File: src/rtl/nc_status_pkg.sv
`default_nettype none
package nc_status_pkg;

  // ****************************************************************
  // sizes
  // ****************************************************************
  localparam int NUM_AXES  = 4;
  localparam int POS_W     = 16;
  localparam int NUM_MODES = 9;

  // ****************************************************************
  // register map (byte addresses) and reset values
  // ****************************************************************
  localparam logic [7:0]  ADDR_CTRL        = 8'h00;
  localparam logic [7:0]  ADDR_NEAR_PLUS   = 8'h04;
  localparam logic [7:0]  ADDR_NEAR_MINUS  = 8'h08;
  localparam logic [7:0]  ADDR_GRID_WIDTH  = 8'h0c;
  localparam logic [7:0]  ADDR_ORIENT_SHFT = 8'h10;
  localparam logic [7:0]  ADDR_MULTI_POINT = 8'h14;
  localparam logic [7:0]  ADDR_STATUS      = 8'h18;
  localparam logic [7:0]  ADDR_REF_FLAGS   = 8'h1c;

  localparam int          CTRL_ABS_BIT     = 0;
  localparam logic [15:0] RST_WIDTH        = 16'h0000;
  localparam logic [15:0] RST_GRID_WIDTH   = 16'h0100;

  // status word field positions
  localparam int ST_NEAR_LSB   = 0;
  localparam int ST_SSE_BIT    = 4;
  localparam int ST_MCOIL_BIT  = 5;
  localparam int ST_LCOIL_BIT  = 6;
  localparam int ST_INDEX_BIT  = 7;
  localparam int ST_MODE_LSB   = 8;

  // which reference point a return command is aimed at
  typedef enum logic [1:0] {
    REF_NONE   = 2'b00,
    REF_SECOND = 2'b01,
    REF_THIRD  = 2'b10,
    REF_FOURTH = 2'b11
  } ref_point_t;

  // operating modes; bit index of the one-hot indicator is code minus one
  typedef enum logic [3:0] {
    MODE_NONE     = 4'b0000,
    MODE_JOG      = 4'b0001,
    MODE_HANDLE   = 4'b0010,
    MODE_INCR     = 4'b0011,
    MODE_RANDOM   = 4'b0100,
    MODE_HOMING   = 4'b0101,
    MODE_AUTOSET  = 4'b0110,
    MODE_MEMORY   = 4'b0111,
    MODE_TAPE     = 4'b1000,
    MODE_KEYBOARD = 4'b1001
  } mode_t;

endpackage : nc_status_pkg
`default_nettype wire

File: src/rtl/nc_axis_mode_status_flags.sv
`timescale 1ns/1ps
`default_nettype none

module nc_axis_mode_status_flags (
  input  wire  logic                                   sys_clk,
  input  wire  logic                                   rst_n,
  input  wire  logic                                   clk_en,
  // apb slave
  input  wire  logic                                   psel,
  input  wire  logic                                   penable,
  input  wire  logic                                   pwrite,
  input  wire  logic [7:0]                             paddr,
  input  wire  logic [31:0]                            pwdata,
  output logic                                         pready,
  output logic [31:0]                                  prdata,
  output logic                                         pslverr,
  // axis motion events
  input  wire  logic [nc_status_pkg::NUM_AXES-1:0]     axis_at_ref,
  input  wire  nc_status_pkg::ref_point_t              ref_point_sel,
  input  wire  logic                                   return_cmd_active,
  input  wire  logic                                   auto_operation,
  input  wire  logic [nc_status_pkg::NUM_AXES-1:0]     axis_moved_away,
  input  wire  logic                                   emergency_stop,
  input  wire  logic                                   servo_alarm,
  input  wire  logic [nc_status_pkg::NUM_AXES*nc_status_pkg::POS_W-1:0] axis_offset,
  // program search
  input  wire  logic                                   search_start,
  input  wire  logic                                   search_number_valid,
  input  wire  logic                                   nc_reset,
  input  wire  logic                                   auto_start_req,
  output logic                                         auto_start_grant,
  // spindle
  input  wire  logic                                   mid_coil_request,
  input  wire  logic                                   low_coil_request,
  input  wire  logic                                   spindle_fwd_index_cmd,
  input  wire  logic                                   spindle_rev_index_cmd,
  input  wire  logic                                   spindle_orient_cmd,
  input  wire  logic                                   index_done,
  output logic [nc_status_pkg::POS_W-1:0]              orient_target,
  // mode selection
  input  wire  nc_status_pkg::mode_t                   mode_request,
  input  wire  logic                                   all_axes_smoothing_zero,
  // status bits to the sequence program
  output logic [nc_status_pkg::NUM_AXES-1:0]           second_ref_reached,
  output logic [nc_status_pkg::NUM_AXES-1:0]           third_ref_reached,
  output logic [nc_status_pkg::NUM_AXES-1:0]           fourth_ref_reached,
  output logic [nc_status_pkg::NUM_AXES-1:0]           near_home_zone,
  output logic                                         program_search_error,
  output logic                                         mid_coil_active_flag,
  output logic                                         low_coil_active_flag,
  output logic                                         index_complete,
  output logic                                         continuous_manual_feed_mode_active,
  output logic                                         handwheel_feed_mode_active,
  output logic                                         incremental_feed_mode_active,
  output logic                                         random_feed_mode_active,
  output logic                                         homing_return_mode_active,
  output logic                                         auto_initial_set_mode_active,
  output logic                                         stored_program_mode_active,
  output logic                                         paper_tape_mode_active,
  output logic                                         keyboard_entry_mode_active
);
  import nc_status_pkg::*;

  // ****************************************************************
  // helpers
  // ****************************************************************
  // signed window test around the first reference point
  function automatic logic in_zone(input logic [POS_W-1:0] off, input logic [POS_W-1:0] plus,
                                   input logic [POS_W-1:0] minus);
    logic signed [POS_W:0] s;
    s = $signed({off[POS_W-1], off});
    in_zone = (s <= $signed({1'b0, plus})) && (s >= -$signed({1'b0, minus}));
  endfunction : in_zone

  // one-hot indicator pattern for a mode code
  function automatic logic [NUM_MODES-1:0] mode_bits(input mode_t m);
    mode_bits = '0;
    if (m != MODE_NONE) begin
      mode_bits[4'(m - 4'd1)] = 1'b1;
    end
  endfunction : mode_bits

  // ****************************************************************
  // registers
  // ****************************************************************
  logic                          abs_detect_reg;
  logic [POS_W-1:0]              near_plus_reg;
  logic [POS_W-1:0]              near_minus_reg;
  logic [POS_W-1:0]              grid_width_reg;
  logic [POS_W-1:0]              orient_shift_reg;
  logic [POS_W-1:0]              multi_point_reg;
  logic [NUM_AXES-1:0]           ref2_reg;
  logic [NUM_AXES-1:0]           ref3_reg;
  logic [NUM_AXES-1:0]           ref4_reg;
  logic [NUM_AXES-1:0]           near_reg;
  logic                          search_err_reg;
  logic                          mcoil_reg;
  logic                          lcoil_reg;
  logic                          index_cplt_reg;
  logic                          index_cmd_reg;
  logic                          grant_reg;
  logic [POS_W-1:0]              orient_target_reg;
  mode_t                         mode_reg;
  logic [NUM_MODES-1:0]          mode_bits_reg;
  logic                          pready_reg;
  logic                          pslverr_reg;
  logic [31:0]                   prdata_reg;
  logic [31:0]                   rd_next;
  logic                          rd_hit;
  logic                          access;
  logic                          fault_stop;
  logic                          ref_ok;
  logic                          index_start;

  assign access      = psel & penable & ~pready_reg;
  assign fault_stop  = emergency_stop | servo_alarm;
  assign ref_ok      = auto_operation & return_cmd_active;
  assign index_start = (spindle_fwd_index_cmd | spindle_rev_index_cmd) & ~index_cmd_reg;

  // ****************************************************************
  // apb slave: one wait state, registered answer
  // ****************************************************************
  // read mux; unmapped addresses answer with an error and zero data
  always_comb begin
    rd_next = 32'h0000_0000;
    rd_hit  = 1'b1;
    case (paddr)
      ADDR_CTRL:        rd_next[CTRL_ABS_BIT] = abs_detect_reg;
      ADDR_NEAR_PLUS:   rd_next[POS_W-1:0] = near_plus_reg;
      ADDR_NEAR_MINUS:  rd_next[POS_W-1:0] = near_minus_reg;
      ADDR_GRID_WIDTH:  rd_next[POS_W-1:0] = grid_width_reg;
      ADDR_ORIENT_SHFT: rd_next[POS_W-1:0] = orient_shift_reg;
      ADDR_MULTI_POINT: rd_next[POS_W-1:0] = multi_point_reg;
      ADDR_STATUS: begin
        rd_next[ST_NEAR_LSB +: NUM_AXES]   = near_reg;
        rd_next[ST_SSE_BIT]                = search_err_reg;
        rd_next[ST_MCOIL_BIT]              = mcoil_reg;
        rd_next[ST_LCOIL_BIT]              = lcoil_reg;
        rd_next[ST_INDEX_BIT]              = index_cplt_reg;
        rd_next[ST_MODE_LSB +: NUM_MODES]  = mode_bits_reg;
      end
      ADDR_REF_FLAGS:   rd_next[3*NUM_AXES-1:0] = {ref4_reg, ref3_reg, ref2_reg};
      default:          rd_hit = 1'b0;
    endcase
  end

  // bus handshake and read data
  always_ff @(posedge sys_clk or negedge rst_n) begin
    if (!rst_n) begin
      pready_reg  <= 1'b0;
      pslverr_reg <= 1'b0;
      prdata_reg  <= 32'h0000_0000;
    end else if (clk_en) begin
      pready_reg  <= access;
      pslverr_reg <= access & ~rd_hit;
      prdata_reg  <= (access & ~pwrite) ? rd_next : 32'h0000_0000;
    end
  end

  // software configuration; writes land at the completing edge
  always_ff @(posedge sys_clk or negedge rst_n) begin
    if (!rst_n) begin
      abs_detect_reg   <= 1'b0;
      near_plus_reg    <= RST_WIDTH;
      near_minus_reg   <= RST_WIDTH;
      grid_width_reg   <= RST_GRID_WIDTH;
      orient_shift_reg <= RST_WIDTH;
      multi_point_reg  <= RST_WIDTH;
    end else if (clk_en && psel && penable && pready_reg && pwrite) begin
      case (paddr)
        ADDR_CTRL:        abs_detect_reg   <= pwdata[CTRL_ABS_BIT];
        ADDR_NEAR_PLUS:   near_plus_reg    <= pwdata[POS_W-1:0];
        ADDR_NEAR_MINUS:  near_minus_reg   <= pwdata[POS_W-1:0];
        ADDR_GRID_WIDTH:  grid_width_reg   <= pwdata[POS_W-1:0];
        ADDR_ORIENT_SHFT: orient_shift_reg <= pwdata[POS_W-1:0];
        ADDR_MULTI_POINT: multi_point_reg  <= pwdata[POS_W-1:0];
        default:          ;
      endcase
    end
  end

  // ****************************************************************
  // reference point reached flags
  // ****************************************************************
  // fault stop dominates; otherwise an arrival beats a move-away edge
  always_ff @(posedge sys_clk or negedge rst_n) begin
    if (!rst_n) begin
      ref2_reg <= '0;
      ref3_reg <= '0;
      ref4_reg <= '0;
    end else if (clk_en) begin
      for (int a = 0; a < NUM_AXES; a++) begin
        if (fault_stop) begin
          ref2_reg[a] <= 1'b0;
          ref3_reg[a] <= 1'b0;
          ref4_reg[a] <= 1'b0;
        end else if (axis_at_ref[a] && ref_ok) begin
          ref2_reg[a] <= ref2_reg[a] | (ref_point_sel == REF_SECOND);
          ref3_reg[a] <= ref3_reg[a] | (ref_point_sel == REF_THIRD);
          ref4_reg[a] <= ref4_reg[a] | (ref_point_sel == REF_FOURTH);
        end else if (axis_moved_away[a]) begin
          ref2_reg[a] <= 1'b0;
          ref3_reg[a] <= 1'b0;
          ref4_reg[a] <= 1'b0;
        end
      end
    end
  end

  // ****************************************************************
  // near home zone
  // ****************************************************************
  // zero widths fall back to the grid width on both sides
  always_ff @(posedge sys_clk or negedge rst_n) begin
    if (!rst_n) begin
      near_reg <= '0;
    end else if (clk_en) begin
      for (int a = 0; a < NUM_AXES; a++) begin
        if (!abs_detect_reg) begin
          near_reg[a] <= 1'b0;
        end else if (near_plus_reg == RST_WIDTH && near_minus_reg == RST_WIDTH) begin
          near_reg[a] <= in_zone(axis_offset[a*POS_W +: POS_W], grid_width_reg, grid_width_reg);
        end else begin
          near_reg[a] <= in_zone(axis_offset[a*POS_W +: POS_W], near_plus_reg, near_minus_reg);
        end
      end
    end
  end

  // ****************************************************************
  // program search error and start gate
  // ****************************************************************
  // a failed search in the reset cycle still raises the flag
  always_ff @(posedge sys_clk or negedge rst_n) begin
    if (!rst_n) begin
      search_err_reg <= 1'b0;
      grant_reg      <= 1'b0;
    end else if (clk_en) begin
      if (search_start) begin
        search_err_reg <= ~search_number_valid;
      end else if (nc_reset) begin
        search_err_reg <= 1'b0;
      end
      grant_reg <= auto_start_req & ~search_err_reg & ~(search_start & ~search_number_valid);
    end
  end

  // ****************************************************************
  // spindle coil, index and orientation
  // ****************************************************************
  // coil flags mirror the requests; both set gives both flags
  always_ff @(posedge sys_clk or negedge rst_n) begin
    if (!rst_n) begin
      mcoil_reg <= 1'b0;
      lcoil_reg <= 1'b0;
    end else if (clk_en) begin
      mcoil_reg <= mid_coil_request;
      lcoil_reg <= low_coil_request;
    end
  end

  // completion wins over a start edge in the same cycle
  always_ff @(posedge sys_clk or negedge rst_n) begin
    if (!rst_n) begin
      index_cplt_reg <= 1'b1;
      index_cmd_reg  <= 1'b0;
    end else if (clk_en) begin
      index_cmd_reg <= spindle_fwd_index_cmd | spindle_rev_index_cmd;
      if (index_done) begin
        index_cplt_reg <= 1'b1;
      end else if (index_start) begin
        index_cplt_reg <= 1'b0;
      end
    end
  end

  // target latched at the command, so angle data must be settled first
  always_ff @(posedge sys_clk or negedge rst_n) begin
    if (!rst_n) begin
      orient_target_reg <= '0;
    end else if (clk_en && (spindle_orient_cmd || index_start)) begin
      orient_target_reg <= POS_W'(orient_shift_reg + multi_point_reg);
    end
  end

  // ****************************************************************
  // operating mode indicators
  // ****************************************************************
  // held until all axes show zero smoothing, then switched in one edge
  always_ff @(posedge sys_clk or negedge rst_n) begin
    if (!rst_n) begin
      mode_reg      <= MODE_NONE;
      mode_bits_reg <= '0;
    end else if (clk_en && all_axes_smoothing_zero && mode_request != mode_reg) begin
      mode_reg      <= mode_request;
      mode_bits_reg <= mode_bits(mode_request);
    end
  end

  // ****************************************************************
  // outputs
  // ****************************************************************
  assign pready                             = pready_reg;
  assign pslverr                            = pslverr_reg;
  assign prdata                             = prdata_reg;
  assign second_ref_reached                 = ref2_reg;
  assign third_ref_reached                  = ref3_reg;
  assign fourth_ref_reached                 = ref4_reg;
  assign near_home_zone                     = near_reg;
  assign program_search_error               = search_err_reg;
  assign auto_start_grant                   = grant_reg;
  assign mid_coil_active_flag               = mcoil_reg;
  assign low_coil_active_flag               = lcoil_reg;
  assign index_complete                     = index_cplt_reg;
  assign orient_target                      = orient_target_reg;
  assign continuous_manual_feed_mode_active = mode_bits_reg[0];
  assign handwheel_feed_mode_active         = mode_bits_reg[1];
  assign incremental_feed_mode_active       = mode_bits_reg[2];
  assign random_feed_mode_active            = mode_bits_reg[3];
  assign homing_return_mode_active          = mode_bits_reg[4];
  assign auto_initial_set_mode_active       = mode_bits_reg[5];
  assign stored_program_mode_active         = mode_bits_reg[6];
  assign paper_tape_mode_active             = mode_bits_reg[7];
  assign keyboard_entry_mode_active         = mode_bits_reg[8];

  // ****************************************************************
  // checks
  // ****************************************************************
  ref_set_auto_a: assert property (@(posedge sys_clk) disable iff (!rst_n)
    clk_en && axis_at_ref[0] && ref_ok && ref_point_sel == REF_SECOND && !fault_stop
    |=> second_ref_reached[0]) else $error("second ref flag not set");
  ref_no_manual_a: assert property (@(posedge sys_clk) disable iff (!rst_n)
    clk_en && !ref_ok && !second_ref_reached[1] |=> !second_ref_reached[1])
    else $error("ref flag set outside auto return");
  ref_move_clr_a: assert property (@(posedge sys_clk) disable iff (!rst_n)
    clk_en && axis_moved_away[2] && !axis_at_ref[2] |=> !third_ref_reached[2])
    else $error("ref flag kept after move away");
  ref_fault_clr_a: assert property (@(posedge sys_clk) disable iff (!rst_n)
    clk_en && fault_stop |=> (second_ref_reached | third_ref_reached | fourth_ref_reached) == '0)
    else $error("ref flags kept after fault stop");
  search_err_a: assert property (@(posedge sys_clk) disable iff (!rst_n)
    clk_en && search_start && !search_number_valid |=> program_search_error && !auto_start_grant)
    else $error("illegal search did not raise error");
  start_block_a: assert property (@(posedge sys_clk) disable iff (!rst_n)
    clk_en && program_search_error |=> !auto_start_grant)
    else $error("auto start granted with search error");
  coil_follow_a: assert property (@(posedge sys_clk) disable iff (!rst_n)
    clk_en |=> mid_coil_active_flag == $past(mid_coil_request) && low_coil_active_flag == $past(low_coil_request))
    else $error("coil flags do not follow requests");
  index_clear_a: assert property (@(posedge sys_clk) disable iff (!rst_n)
    clk_en && index_start && !index_done |=> !index_complete)
    else $error("index complete not cleared at start");
  near_off_a: assert property (@(posedge sys_clk) disable iff (!rst_n)
    !abs_detect_reg ##1 !abs_detect_reg && $past(clk_en) |-> near_home_zone == '0)
    else $error("near zone without absolute detection");
  mode_hold_a: assert property (@(posedge sys_clk) disable iff (!rst_n)
    !all_axes_smoothing_zero |=> $stable(mode_bits_reg))
    else $error("mode changed before smoothing zero");
  mode_onehot_a: assert property (@(posedge sys_clk) disable iff (!rst_n)
    $onehot0(mode_bits_reg)) else $error("more than one mode bit");

endmodule : nc_axis_mode_status_flags

`default_nettype wire

File: config.mk
export PLATFORM = sky130hd
export DESIGN_NAME = nc_axis_mode_status_flags
export DESIGN_NICKNAME = d
export VERILOG_FILES = /design/src/rtl/nc_status_pkg.sv /design/src/rtl/nc_axis_mode_status_flags.sv
export SDC_FILE = /design/constraint.sdc
export NUM_CORES = 1
export LEC_CHECK = 0
export ABC_AREA = 1
export BUFFER_PORTS_ARGS = -buffer_cell sky130_fd_sc_hd__buf_4
export CAP_MARGIN = 30
export CORE_MARGIN = 1
export CORE_UTILIZATION = 60
export CTS_CLUSTER_DIAMETER = 200
export CTS_CLUSTER_SIZE = 12
export DETAILED_ROUTE_END_ITERATION = 12
export PLACE_DENSITY_LB_ADDON = 0.1
export REMOVE_ABC_BUFFERS = 1
export SLEW_MARGIN = 40
export SYNTH_ARGS = -nofsm -noshare
export SYNTH_HDL_FRONTEND = slang
export SYNTH_SLANG_ARGS = --single-unit
File: constraint.sdc
create_clock -name sys_clk -period 8.1 [get_ports sys_clk]
set_input_delay 1.62 -clock sys_clk [delete_from_list [all_inputs] [get_ports sys_clk]]
set_output_delay 1.62 -clock sys_clk [all_outputs]
set_load 0.01 [all_outputs]
---- Word-level counts from Yosys, hierarchy flattened ----
Index checks and enable logic that the tools add are counted.
storage, ports and cells
  flip-flop bits (word level) ............. 166
  input port bits ......................... 139
  output and inout bits ................... 80
  word-level logic and storage cells ...... 188
operators by class
  $add $sub $neg .......................... 4
  $lt $le $gt $ge ......................... 18
  eq/ne operators ......................... 11
  muxes and demuxes ....................... 49
  bitwise logic cells ..................... 30
  reduce and logical (&&, ||, !) cells .... 45
operators with widths
  kind                                                  number
  >= comparator 16 x 17 -> 1 bit                        8
  <= comparator 16 x 17 -> 1 bit                        8
  one-hot mux 11 bit (7 select lines)                   1
  2-to-1 mux 1 bit                                      43
  negator 16 -> 17 bit                                  2
  equality test 8 x 5 -> 1 bit (second input constant)  4
  logical NOT 16 bit                                    2
  one-hot mux 4 bit (6 select lines)                    1
  AND reduction 2 bit                                   12
  logical AND 1 bit                                     21
  2-to-1 mux 17 bit                                     1
  adder 16 bit                                          1
  equality test 8 x 4 -> 1 bit (second input constant)  2
  bitwise OR 1 bit                                      14
  nonzero test 3 bit                                    4
  AND 1 bit                                             9
  2-to-1 mux 9 bit                                      1
  equality test 8 x 3 -> 1 bit (second input constant)  1
  logical NOT 8 bit                                     1
  one-hot mux 1 bit (8 select lines)                    1
  OR reduction 8 bit                                    1
  NOT 1 bit                                             7
  < comparator 4 x 5 -> 1 bit (second input constant)   1
  demux 1 bit (select 4 bit)                            1
  other kinds (8)                                       10

---- Depth between registers and ports, before layout ----
  depth in word-level cells ............... 6
  mapped depth ............................ 22
  gate-level depth less buffers ........... 22

---- Worst setup path after synthesis ----
Ideal clock, no wire load.
  kind .................................... register to register
  from .................................... reg near_minus_reg[0]
  to ...................................... reg near_reg[0] (netlist: near_home_zone[0])
  arrival ................................. 2.930 ns
  required time ........................... 7.984 ns
  path slack .............................. 5.054 ns
  cell stages (with the launch flop) ...... 22
  path buffers ............................ 0
  path through ............................ dfrtp_1 > inv_1 > ha_1 > nand2_2 > nor2_4 > nand2_2 > or4_4 > o21ai_0 > nand2_1 > ha_1 > nand2_1 > nor3_1 > inv_1 > nor2_1 > nand3_1 > and2_4 > nand3_1 > nand2_1 > nand2_1 > nand2_1 > nand2_1 > nand2_1
between the ends
  word-level cells in the longest chain between the ends .. 5
  elaborated cells between the ends (all ways) .. 7
  those cells by class .................... add/sub: 1; order compare: 1; mux: 2; reduce/logical: 3
RTL lines
  element                         line                              text
  start, declared                 nc_axis_mode_status_flags.sv:88   logic [POS_W-1:0] near_minus_reg;
  start signal, assigned          nc_axis_mode_status_flags.sv:173  ADDR_NEAR_MINUS: near_minus_reg <= pwdata[POS_W-1:0];
  negator 16 -> 17 bit            nc_axis_mode_status_flags.sv:72   in_zone = (s <= $signed({1'b0, plus})) && (s >= -$signed({1'b0, minus}));
  >= comparator 16 x 17 -> 1 bit  nc_axis_mode_status_flags.sv:72
  logical AND 1 bit               nc_axis_mode_status_flags.sv:72
  2-to-1 mux 1 bit *              nc_axis_mode_status_flags.sv:221  end else if (near_plus_reg == RST_WIDTH && near_minus_reg == RST_WIDTH) begin
  2-to-1 mux 1 bit *              nc_axis_mode_status_flags.sv:219  if (!abs_detect_reg) begin
  end signal, assigned by index   nc_axis_mode_status_flags.sv:222  near_reg[a] <= in_zone(axis_offset[a*POS_W +: POS_W], grid_width_reg, grid_width_reg);
  end signal, assigned by index   nc_axis_mode_status_flags.sv:224  near_reg[a] <= in_zone(axis_offset[a*POS_W +: POS_W], near_plus_reg, near_minus_reg);
  end, declared                   nc_axis_mode_status_flags.sv:95   logic [NUM_AXES-1:0] near_reg;
Mark *: on every way between the ends. The rest lies on a longest branch, timed or not.
A chain may end at the register's enable or synchronous reset.

---- Worst setup path after layout ----
  from .................................... reg grid_width_reg[0]
  to ...................................... reg near_reg[0] (netlist: near_home_zone[0])
between the ends
  word-level cells in the longest chain between the ends .. 5
  elaborated cells between the ends (all ways) .. 6
  those cells by class .................... add/sub: 1; order compare: 2; mux: 2; reduce/logical: 1
RTL lines
  element                         line                              text
  start, declared                 nc_axis_mode_status_flags.sv:89   logic [POS_W-1:0] grid_width_reg;
  start signal, assigned          nc_axis_mode_status_flags.sv:174  ADDR_GRID_WIDTH: grid_width_reg <= pwdata[POS_W-1:0];
  negator 16 -> 17 bit            nc_axis_mode_status_flags.sv:72
  >= comparator 16 x 17 -> 1 bit  nc_axis_mode_status_flags.sv:72
  logical AND 1 bit *             nc_axis_mode_status_flags.sv:72
  2-to-1 mux 1 bit *              nc_axis_mode_status_flags.sv:221
  2-to-1 mux 1 bit *              nc_axis_mode_status_flags.sv:219
Marks and branches as above.

==> results_dict.tcl <==
set metrics [dict create \
    setup_violations 0 \
    die_h_um 159 \
    finalHoldViolations 0 \
    place.detailed.hpwl_um 42700 \
    ant_nets 0 \
    synth-seq-cells 151 \
    drv_cap 0 \
    async_flop_share 1.00 \
    area_growth_syn_to_layout_pct 15.8 \
    io_buffers 187 \
    grt_setup_unrepaired "false" \
    viasPerCell 6.38 \
    htreeDepth 4 \
    synth.avg_cell_area_um2 7.34 \
    top_layer "met4" \
    crit_arrival_ns 4.85 \
    drv_slew 0 \
    antennaDiodeCount 0 \
    cp-end-kind "flop" \
    synth_warnings 0 \
    cts_resized 0 \
    cp_max_fo 8 \
    grt_max_degree 85 \
    dr.pass1.iters 6 \
    fin_util 0.717 \
    critical_path_class "reg -> reg" \
    cp_slowest_stage_delay_ns 0.57 \
    core_area_um2 23800 \
    relSlewSlack 0.413 \
    path_common_cell "nand2_1" \
    cts_tree "yes" \
    syn_area_um2 14700 \
    largest_reg_flops 17 \
    cts-buffers-inserted 17 \
    drive_gt1_frac 0.135 \
    drc 0 \
    post_cts_buffers 0 \
    peakVddDrop_v 0.000156 \
    grt_pass1_vias 15500 \
    fill_cells 1804 \
    crit_path_top_delay_cell "dfrtp_1" \
    grt_usage 0.457 \
    fin_crit_ns 4.47 \
    wl_met3_um 5270 \
    min-delay-start "prdata[3]" \
    m1WireLength_um 20200 \
    clock_sinks 151 \
    gp_congestion 1.04 \
    die-area_um2 25100 \
    rr_startpoint "grid_width_reg[0]" \
    cp_top_family "simple AND/OR/NAND/NOR gates" \
    crit_path_start "grid_width_reg[0]" \
    wl_per_cell_um 22.4 \
    skew_ns 0.00544 \
    worstPathCellList "inv_1 -> ha_1 -> inv_1 -> nor2_4 -> nand3_2 -> nor3_1 -> xor2_1 -> buf_4 -> ha_1 -> nand2_1 -> nor2_1 -> nand4_1 -> nor4_1 -> a31oi_1 -> nand2_1 -> nand3_1 -> a21oi_1 -> nand2_1 -> nand2_1" \
    min_path_type "reg -> reg" \
    routed_wl_um 56500 \
    clk_transition_reported_paths_ns 0.06 \
    leakagePower_nw 8.56 \
    ios 219 \
    die_width_um 159 \
    holdBufCountCts 0 \
    drt_iter0_markers 1775 \
    start_kind "flop" \
    clk_latency_ns 0.44 \
    ys.flop_type "dfrtp_1" \
    fmax_mhz 224 \
    cts_root_buf "clkbuf_16" \
    initial_core_util 0.619 \
    num_rows 56 \
    clk_path_buf_depth 2 \
    powerDensity_nw_per_um2 122 \
    path_buf_inv 3 \
    ys_seq_area_frac 0.257 \
    fin_crit_sh 0.551 \
    grt-ovfl-total 0 \
    status "completed" \
    syn_inst 2002 \
    grt_pass1_wl_um 84200 \
    ys_types 51 \
    synth_edf_count 0 \
    dr_total_vias 16000 \
    dr_wl_met2_um 25400 \
    tns_ns 0 \
    fin_nets 2593 \
    worstMarginPinSlew_ns 0.878 \
    antenna_found_initial 0 \
    critPathRequiredTime_ns 8.48 \
]
-- synthesized netlist by cell type, types with 5 or more instances --
library cell,count,area (um2)
nand2_1,464,1740
ha_1,269,3370
inv_1,236,886
o21ai_0,164,821
dfrtp_1,149,3730
a21oi_1,137,686
nor2_1,116,435
nand3_1,102,510
nor3_1,43,215
nand4_1,37,231
clkbuf_1,28,105
xor2_1,28,245
nand2_2,18,113
o31ai_1,18,135
buf_4,16,120
nor4_1,15,93.8
o22ai_1,15,93.8
nor2_2,12,75.1
a31oi_1,9,56.3
o21ai_1,9,45.0
o21bai_1,9,67.6
a211oi_1,8,60.1
a221oi_1,8,70.1
inv_2,8,30.0
nor2_4,7,78.8
o21a_1,7,52.6
a21o_1,6,45.0
o221ai_1,6,52.6
o2111ai_1,5,43.8
or2_2,5,31.3
-- layer usage --
layer,vias up,track usage
li1,7201,-
met1,7335,0.509
met2,1137,0.746
met3,376,0.0906
met4,0,0.403
met5,-,0
-- final timing paths --
kind                                     endpoint  cells after the start  slack (ns)
worst max-delay path            near_home_zone[0]                     19        3.63
worst min-delay path                    prdata[3]                      1        0.48
worst max register to register  near_home_zone[0]                     19        3.63
worst min register to register          prdata[3]                      1        0.48
max in group asynchronous              prdata[12]                      2        5.82
min in group asynchronous        orient_target[1]                      1        1.21
-- per-stage QoR --
stage | cells | instance area [um2] | hold WS, ns | power, mW | worst slack (ns)
4_1_cts | 2516 | 17000 | 0.483 | 2.04 | 3.86
6_report | 2516 | 17000 | 0.481 | 2.07 | 3.63
5_1_grt | 2516 | 17000 | 0.510 | 2.14 | 3.47
3_3_place_gp | 2484 | 16400 | 0.466 | 1.21 | 3.79
2_1_floorplan | 1971 | 14500 | 0.453 | 1.03 | 4.49
3_5_place_dp | 2484 | 16400 | 0.469 | 1.22 | 3.90
-- kinds of logic after synthesis --
group,Yosys count,share of synthesized area
fa+ha+maj,270,0.230
simple gates,841,0.254
flops,151,0.257
xor+xnor,31,0.0185
buf+inv,290,0.0782
other cells,1,0.000255
compound gates,418,0.162
-- power by group --
part	switching (mW)	internal, mW	leakage (nW)
combinational	0.273	0.170	6.19
clock	0.346	0.495	0.301
sequential	0.0137	0.772	2.07
-- cell usage in the layout (no fill, tap or decap), types with 14 or more instances in the layout --
cell type	instances
nand2_1	460
nor4_1	14
xor2_1	27
o21ai_0	163
conb_1	15
nor3_1	43
inv_1	236
o31ai_1	18
dfrtp_1	149
nand2_2	22
o22ai_1	15
nor2_1	116
buf_4	192
a21oi_1	137
clkbuf_16	17
ha_1	269
nand3_1	101
nand4_1	37
-- final cells by class --
cell class	count	area (um2)	area share
well taps	319	399	0.0234
multi-input cells	1575	9850	0.578
flip-flops and latches	151	3780	0.222
inverters	245	920	0.0540
repair buffers	194	1460	0.0860
clock buffers	18	439	0.0258
clock inverters	14	174	0.0102
(Power assumes the default switching activity.)
